<file path="config.mk">
export PLATFORM = sky130hd
export DESIGN_NAME = button_debounce_latch
export DESIGN_NICKNAME = d
export VERILOG_FILES = /design/src/inc/button_pkg.sv /design/src/hw/tick_divider.sv /design/src/hw/button_debounce_latch.sv
export SDC_FILE = /design/constraint.sdc
export NUM_CORES = 1
export LEC_CHECK = 0
export BUFFER_PORTS_ARGS = -buffer_cell sky130_fd_sc_hd__buf_2
export CORE_UTILIZATION = 53
export CTS_CLUSTER_DIAMETER = 80
export DETAILED_ROUTE_END_ITERATION = 10
export PLACE_DENSITY = 0.82
export RECOVER_POWER = 50
export SYNTH_ARGS = -nofsm -noshare
export SYNTH_HDL_FRONTEND = slang
export SYNTH_SLANG_ARGS = --single-unit
</file>
<file path="constraint.sdc">
create_clock -name clk -period 2 [get_ports clk]
set_input_delay 0.2 -clock clk [delete_from_list [all_inputs] [get_ports clk]]
set_output_delay 0.2 -clock clk [all_outputs]
set_load 0.005 [all_outputs]
</file>
<file path="src/inc/button_pkg.sv">
package button_pkg;

  // ----------------------------------------------------------------
  // Sizes and timing
  // ----------------------------------------------------------------
  localparam int CLK_FREQ_HZ   = 125_000_000;
  localparam int NUM_BUTTONS   = 4;
  localparam int CNT_WIDTH     = 8;
  // Tick period in microseconds and the blanking time in milliseconds.
  localparam int TICK_US       = 1000;
  localparam int BLANK_MS      = 180;
  localparam int TICK_CYCLES   = (CLK_FREQ_HZ / 1_000_000) * TICK_US;
  localparam int PRESET_TICKS  = (BLANK_MS * 1000) / TICK_US;
  localparam int DIV_WIDTH     = 32;

  typedef logic [CNT_WIDTH-1:0]   count_t;
  typedef logic [NUM_BUTTONS-1:0] btn_t;

  localparam count_t CNT_ZERO   = count_t'(0);
  localparam count_t CNT_ONE    = count_t'(1);
  localparam count_t CNT_PRESET = count_t'(PRESET_TICKS);
  localparam btn_t   BTN_NONE   = btn_t'(0);

endpackage : button_pkg

</file>
<file path="src/hw/tick_divider.sv">
`timescale 1ns/1ns
module tick_divider
#(
  parameter int TICK_CYCLES = button_pkg::TICK_CYCLES
)
(
  input  wire logic clk,     // System clock.
  input  wire logic sys_rst, // Synchronous reset, active high.
  output logic      tick     // One-cycle enable pulse per period.
);
  import button_pkg::*;

  logic [DIV_WIDTH-1:0] div_reg;
  logic [DIV_WIDTH-1:0] div_next;
  wire                  atEnd = (div_reg == DIV_WIDTH'(TICK_CYCLES - 1));

  assign div_next = atEnd ? '0 : div_reg + DIV_WIDTH'(1);

  always_ff @(posedge clk)
  begin
    if (sys_rst)
    begin
      div_reg <= '0;
      tick    <= 1'b0;
    end
    else
    begin
      div_reg <= div_next;
      tick    <= atEnd;
    end
  end

  tick_period_a: assert property (@(posedge clk) disable iff (sys_rst)
    tick |=> !tick)
    else $error("tick lasted more than one cycle");

endmodule : tick_divider

</file>
<file path="src/hw/button_debounce_latch.sv">
`timescale 1ns/1ns
module button_debounce_latch
#(
  parameter int TICK_CYCLES = button_pkg::TICK_CYCLES
)
(
  input  wire logic                    clk,             // System clock.
  input  wire logic                    sys_rst,         // Synchronous reset, active high.
  input  wire logic                    run_stop_input,  // Run/stop switch pin.
  input  wire button_pkg::btn_t        buttonPin_n,     // Button pins, low when pressed.
  input  wire button_pkg::btn_t        press_query,     // One-cycle query per button.
  output logic                         runStopLevel,    // Synchronised switch level.
  output button_pkg::btn_t             queryResult,     // Query answer, one cycle later.
  output button_pkg::btn_t             press_latched,   // Latched press bits.
  output logic                         scanEnabled      // High while scanning runs.
);
  import button_pkg::*;

  // ----------------------------------------------------------------
  // Input synchronisers
  // ----------------------------------------------------------------
  logic  rsMeta_reg;
  btn_t  btnMeta_reg;
  btn_t  btnSync_reg;

  // The chains reset to the released level, so no false press follows reset.
  always_ff @(posedge clk)
  begin
    if (sys_rst)
    begin
      rsMeta_reg   <= 1'b1;
      runStopLevel <= 1'b1;
      btnMeta_reg  <= ~BTN_NONE;
      btnSync_reg  <= ~BTN_NONE;
    end
    else
    begin
      rsMeta_reg   <= run_stop_input;
      runStopLevel <= rsMeta_reg;
      btnMeta_reg  <= buttonPin_n;
      btnSync_reg  <= btnMeta_reg;
    end
  end

  // ----------------------------------------------------------------
  // Periodic tick
  // ----------------------------------------------------------------
  logic debounce_tick_handler;

  tick_divider #(.TICK_CYCLES(TICK_CYCLES)) u_div
  (
    .clk     (clk),
    .sys_rst (sys_rst),
    .tick    (debounce_tick_handler)
  );

  // ----------------------------------------------------------------
  // Scan and blanking
  // ----------------------------------------------------------------
  count_t cnt_reg;
  count_t cnt_next;
  btn_t   latch_next;
  wire    scanSample = debounce_tick_handler & (cnt_reg == CNT_ZERO);
  wire    btn_t pressSeen = scanSample ? ~btnSync_reg : BTN_NONE;
  wire    anyPress  = |pressSeen;
  wire    btn_t clearHit  = press_query & press_latched;

  // A press seen at a scan tick loads the full count, so release bounce stays hidden.
  // blank scan, load preset
  assign cnt_next = anyPress ? CNT_PRESET :
                    (debounce_tick_handler && cnt_reg != CNT_ZERO) ? cnt_reg - CNT_ONE :
                    cnt_reg;
  assign latch_next  = (press_latched & ~clearHit) | pressSeen;
  assign scanEnabled = (cnt_reg == CNT_ZERO);

  always_ff @(posedge clk)
  begin
    if (sys_rst)
    begin
      cnt_reg       <= CNT_ZERO;
      press_latched <= BTN_NONE;
      queryResult   <= BTN_NONE;
    end
    else
    begin
      cnt_reg       <= cnt_next;
      press_latched <= latch_next;
      queryResult   <= clearHit;
    end
  end

  // ----------------------------------------------------------------
  // Blanking length monitor
  // ----------------------------------------------------------------
  // Counts the cycles of one blanking interval for blank_len_a.
  int unsigned blankLen_reg;

  always_ff @(posedge clk)
  begin
    if (sys_rst || anyPress)
    begin
      blankLen_reg <= '0;
    end
    else if (!scanEnabled)
    begin
      blankLen_reg <= blankLen_reg + 1;
    end
  end

  // ----------------------------------------------------------------
  // Checks
  // ----------------------------------------------------------------
  load_preset_a: assert property (@(posedge clk) disable iff (sys_rst)
    anyPress |=> cnt_reg == CNT_PRESET)
    else $error("preset not loaded after press");

  blank_scan_a: assert property (@(posedge clk) disable iff (sys_rst)
    cnt_reg != CNT_ZERO |=> (press_latched & ~$past(press_latched)) == BTN_NONE)
    else $error("press latched while blanked");

  count_down_a: assert property (@(posedge clk) disable iff (sys_rst)
    (debounce_tick_handler && cnt_reg != CNT_ZERO && !anyPress)
      |=> cnt_reg == $past(cnt_reg) - CNT_ONE)
    else $error("counter did not step on tick");

  hold_count_a: assert property (@(posedge clk) disable iff (sys_rst)
    !debounce_tick_handler |=> $stable(cnt_reg))
    else $error("counter moved without tick");

  // ----------------------------------------------------------------
  // Per-button checks
  // ----------------------------------------------------------------
  for (genvar g = 0; g < NUM_BUTTONS; g++)
  begin : g_btnChk
    press_set_a: assert property (@(posedge clk) disable iff (sys_rst)
      scanSample && !btnSync_reg[g] |=> press_latched[g])
      else $error("press not latched");

    no_stray_a: assert property (@(posedge clk) disable iff (sys_rst)
      !pressSeen[g] && !press_latched[g] |=> !press_latched[g])
      else $error("press bit set without a scan");

    latch_hold_a: assert property (@(posedge clk) disable iff (sys_rst)
      press_latched[g] && !press_query[g] |=> press_latched[g])
      else $error("press bit lost without a query");

    query_one_a: assert property (@(posedge clk) disable iff (sys_rst)
      press_query[g] && press_latched[g] && !pressSeen[g]
        |=> queryResult[g] && !press_latched[g])
      else $error("query did not return and clear");

    query_zero_a: assert property (@(posedge clk) disable iff (sys_rst)
      press_query[g] && !press_latched[g] && !pressSeen[g]
        |=> !queryResult[g] && !press_latched[g])
      else $error("query on clear bit changed state");

    set_wins_a: assert property (@(posedge clk) disable iff (sys_rst)
      press_query[g] && press_latched[g] && pressSeen[g]
        |=> queryResult[g] && press_latched[g])
      else $error("new press lost to a clear");

    result_idle_a: assert property (@(posedge clk) disable iff (sys_rst)
      !press_query[g] |=> !queryResult[g])
      else $error("query answer without a query");

    result_source_a: assert property (@(posedge clk) disable iff (sys_rst)
      queryResult[g] |-> $past(press_latched[g]))
      else $error("query answer from a clear bit");
  end : g_btnChk

  run_stop_a: assert property (@(posedge clk) disable iff (sys_rst)
    runStopLevel == $past(rsMeta_reg))
    else $error("switch level not passed through");

  btn_sync_a: assert property (@(posedge clk) disable iff (sys_rst)
    btnSync_reg == $past(btnMeta_reg))
    else $error("button pins not passed through the synchroniser");

  tick_only_a: assert property (@(posedge clk) disable iff (sys_rst)
    !debounce_tick_handler |=> (press_latched & ~$past(press_latched)) == BTN_NONE)
    else $error("press latched between ticks");

  scan_stop_a: assert property (@(posedge clk) disable iff (sys_rst)
    anyPress |=> !scanEnabled)
    else $error("scanning not suspended after press");

  preset_bound_a: assert property (@(posedge clk) disable iff (sys_rst)
    cnt_reg <= CNT_PRESET)
    else $error("counter above its preset");

  rescan_a: assert property (@(posedge clk) disable iff (sys_rst)
    debounce_tick_handler && cnt_reg == CNT_ONE |=> scanEnabled)
    else $error("scanning not resumed at zero");

  blank_len_a: assert property (@(posedge clk) disable iff (sys_rst)
    $rose(scanEnabled) |-> blankLen_reg == PRESET_TICKS * TICK_CYCLES)
    else $error("blanking interval has the wrong length");

  press_cover: cover property (@(posedge clk) disable iff (sys_rst) anyPress);
  query_cover: cover property (@(posedge clk) disable iff (sys_rst) |clearHit);
  rescan_cover: cover property (@(posedge clk) disable iff (sys_rst)
    cnt_reg == CNT_ONE && debounce_tick_handler);
  pair_cover: cover property (@(posedge clk) disable iff (sys_rst)
    $countones(pressSeen) > 1);
  set_clear_cover: cover property (@(posedge clk) disable iff (sys_rst)
    |(pressSeen & clearHit));

endmodule : button_debounce_latch

</file>
* After elaboration in Yosys (flattened, before gate mapping) *
Index checks and enable logic that the tools add are counted.

operators by class
  $add $sub $neg = 2
  eq/ne operators = 1
  mux-type cells = 3
  bitwise operators = 6
  reduce and logical (&&, ||, !) cells = 7

operator list
  cell                                                                number
  32-bit by 1-bit adder with 32-bit output, second input constant     1
  32-bit by 17-bit == test with 1-bit output, second input constant   1
  8-bit two-way mux                                                   2
  4-bit AND                                                           2
  8-bit zero test                                                     1
  4-bit inverter                                                      2
  8-bit nonzero test                                                  1
  8-bit by 1-bit subtractor with 8-bit output, second input constant  1
  5-bit OR reduction                                                  1
  4-bit two-way mux                                                   1
  4-bit OR                                                            1
  4-bit OR reduction                                                  1
  2-bit nonzero test                                                  1
  2-bit OR reduction                                                  1
  1-bit AND                                                           1
  1-bit logical AND                                                   1

word-level totals
  register bits = 59
  output and inout bits = 10
  logic and storage cells = 29

* Longest topological paths before layout *
  word-level depth = 5
  depth in mapped cells = 6
  gate-level depth less buffers = 6

* Modules after synthesis *
From an unflattened synthesis, not the netlist that was laid out.

second synthesis, totals
  cell total of the unflattened synthesis = 282
  area total of the unflattened synthesis = 2607.5 um2

modules (own cells, without submodules)
  module                 times used  cells each  area an instance (um2)
  tick_divider           1           180         1600.3
  button_debounce_latch  1           102         1007.2

* Worst setup path after synthesis *
Ideal clock, no wire load.

  path kind = flip-flop to flip-flop
  start = reg u_div.div_reg[3]
  end = reg u_div.div_reg[27]
  library setup time = 0.070 ns
  data arrival time = 1.894 ns
  path slack = 0.036 ns
  stages on the path, launching flop included = 7
  clock period less this slack = 1.964 ns
  cells stage by stage = dfxtp_1 -> clkbuf_2 -> nand3_4 -> or4_4 -> buf_6 -> or4_1 -> a21oi_1

on the way
  word-level cells in the longest chain between the ends = 2
  elaborated cells on any way between the ends = 3
  those cells by class = add/sub: 1; eq/ne: 1; reduce/logical: 1

ends and longest elaborated chain
  element                                                                                           RTL line            text
  start: declaration                                                                                tick_divider.sv:13  logic [DIV_WIDTH-1:0] div_reg;
  start signal: assignment                                                                          tick_divider.sv:28  div_reg <= div_next;
  parallel branches: the longest is 2 deep, another holds 32-bit by 1-bit adder with 32-bit output  --

Parallel ways; which one is timed is not known.
A chain may end at the register's enable or synchronous reset.

* Worst setup path in the final report *
  start = reg u_div.div_reg[3]
  end = reg u_div.div_reg[19]

The elaborated chain is that of the path after synthesis.

==> metrics <==
status completed; cell type with the largest total area after synthesis dfxtp_1; Inst Count DP 377; port bufs 20; Yosys reg bits 59; Syn Nets 303; Hold Path Cell Cnt 2; nature of the critical path startpoint flip-flop; RSZ-0062 raised after global routing no; WHS Endpoint rsMeta_reg; Die W 71.2 µm; post-route cell area 0.00310 mm²; DR vias/cell 5.87; IO Pins 21; fillers 347; Slew Limit Fails 0; Post-synth EDFFs 0; r2r setup slk 0.07 ns; Worst-path clk slew 0.07 ns; Skew-Pair Late Insertion Delay 0.35 ns; Max Fclk 518 MHz; FF-to-FF path depth 4; # diodes 0; Max Buffers Root-to-Sink 2; Detailed Route WL 5740 µm; Post-Syn Area 0.00254 mm²; commonest non-fill, non-tap cell in the layout dfxtp_1; max reg flops 32; CP max FO 11; die height 71.2 µm; Synth Flop Type dfxtp_1; GR Overflow Total 0; critical path class flip-flop to flip-flop; hold_sp run_stop_input; final RePlAce weighted congestion 0.864; pin count of the biggest net entering global routing 26; post-layout min period 1.93 ns; CTS tree built; Netlist cell types 38; row count 24; Layout Area Growth over Synthesis 22.2%; layout cells sized above 1 23.3%; sequential area share after synthesis 46.5%; Yosys Warn Count 0; drt pass-1 iters 5; Worst EP arrival 2.21 ns; R2R Path Start u_div.div_reg[3]; core area 0.00447 mm²; antenna violations before repair 0; ys async rst share 0%; Setup violations, final 0; CTS Buf Count 9; crit end category flip-flop; worst min path class input pin to flip-flop; GRT Util Overall 24.8%; total number of vias 2319; Final ANT Viol Nets 0; H-tree lvl count 3; Yosys top cell area share 46.5%; clk sink count 59; Slew Limit Headroom 41.1%; final hold vios 0; Root Buffer clkbuf_8; maximum vdd drop 0.768 mV; DR WL/cell 14.5 µm; Cell Area, Placed 0.00286 mm²; Final #Nets 352; number of remaining DRC errors 0; worst slew pin tran 0.884 ns; worst reg2reg path endpoint u_div.div_reg[19]; Pleak 1.06 nW; highest-count cells in the layout ignoring fill and taps dfxtp_1, buf_4, a21oi_1, nor2_1, nand4_1; Avg Inst Size Synth 8.78 µm²; HPWL Detailed 3840 µm; Max Cap Viol 0; initial DRC count 151; Initial Util 56.7%; Req. time, crit path 2.27 ns; vias in the first global route 2212; fin cells 395; clk_skew 0.00620 ns; Mapped Cells 289; Synth area leaders dfxtp_1, a21oi_1, nand4_1, or4_1, xnor2_1; first-pass GRT wire length 9780 µm; part of the cycle the worst path needs 96.6%; PwrDens 800 mW/mm²; die footprint 0.00507 mm²
[Yosys cell counts, types with 3 or more instances]
master	count
a31oi_1	3
nand3b_1	3
nor3_1	6
a21oi_1	24
ha_1	3
or3_1	10
nor2b_1	4
nand4_1	16
or2_2	11
o22ai_1	4
clkbuf_1	8
and3_1	3
o21ai_0	10
nor4_1	8
nand2_1	16
xnor2_1	10
inv_1	14
nor2_1	23
dfxtp_1	59
nand3_1	10
o31ai_1	9
a211oi_1	3
or4_1	13
[kinds of logic after synthesis]
family                     count (synthesis)  synth area share [%]
muxes                                      2                 0.789
and+or+nand+nor                          133                  30.2
AOI/OAI and AO/OA                         56                  13.0
xor gates and xnor gates                  12                  4.14
DFF                                       59                  46.5
adders and majority gates                  3                  1.48
buffers and inverters                     24                  3.89
[critical path: stages (launching register included)]
cell and delay [ns]:
dfxtp_1 0.39, nand3_4 0.14, or4_4 0.64, or4_1 0.53, a21oi_1 0.16
[worst max path at each step]
stage	start	endpoint	slack, ns	cells past startpoint
after CTS	u_div.div_reg[1]	u_div.div_reg[19]	0.02	5
after detailed placement	u_div.div_reg[1]	u_div.div_reg[26]	-0.02	5
final	u_div.div_reg[3]	u_div.div_reg[19]	0.07	4
after global routing	u_div.div_reg[1]	u_div.div_reg[28]	0.0009	5
after floorplan	u_div.div_reg[3]	u_div.div_reg[27]	0.04	6
after global placement	u_div.div_reg[0]	u_div.div_reg[18]	0.04	6
[per-layer routing]
layer	wire [µm]	share of wire, %	track usage, %	vias to the layer above
met5	0	0	0	-
li1	-	-	-	1157
met1	2500	43	30.1	1098
met4	106	1.8	13.1	0
met2	2950	51	42.5	53
met3	185	3.2	3.94	11
[stage by stage]
| step | power, mW | setup TNS [ns] | util, % | worst slack, ns | hold slack [ns] |
|---|---|---|---|---|---|
| after global placement | 1.28 | 0 | 63.8 | 0.0432 | 0.384 |
| after CTS | 2.50 | 0 | 69.0 | 0.0168 | 0.0281 |
| final | 2.48 | 0 | 69.4 | 0.0681 | 0.0293 |
| after detailed placement | 1.29 | -0.0380 | 63.8 | -0.0228 | 0.386 |
| after global routing | 2.56 | 0 | 69.4 | 0.000860 | 0.0321 |
| after floorplan | 1.25 | 0 | - | 0.0359 | 0.272 |
[what timing repair did]
item / 4_1_cts / 5_1_grt
setup endpoints to repair: 3 / 12
resized for setup: 1 / 5
pin swaps: 0 / 2
buffers inserted: 0 / 2
hold buffers: 0 / 0
gates cloned: 0 / 0
[area by class of cell]
cell class	instances	area (µm²)	share of cell area (%)
well taps	52	65.1	2.10
inverters	14	52.6	1.69
clock inverters	6	88.8	2.86
repair buffers	48	297	9.56
multi-input cells	206	1280	41.2
flip-flops and latches	59	1180	38.1
clock buffers	10	138	4.44
[power breakdown]
part | switching (mW) | internal [mW] | total, mW | leakage, nW
combinational | 0.0349 | 0.0296 | 0.0645 | 0.473
clock | 0.488 | 0.734 | 1.22 | 0.108
sequential | 0.00740 | 1.19 | 1.20 | 0.479
Note: power is estimated with default switching activity, not from simulation.
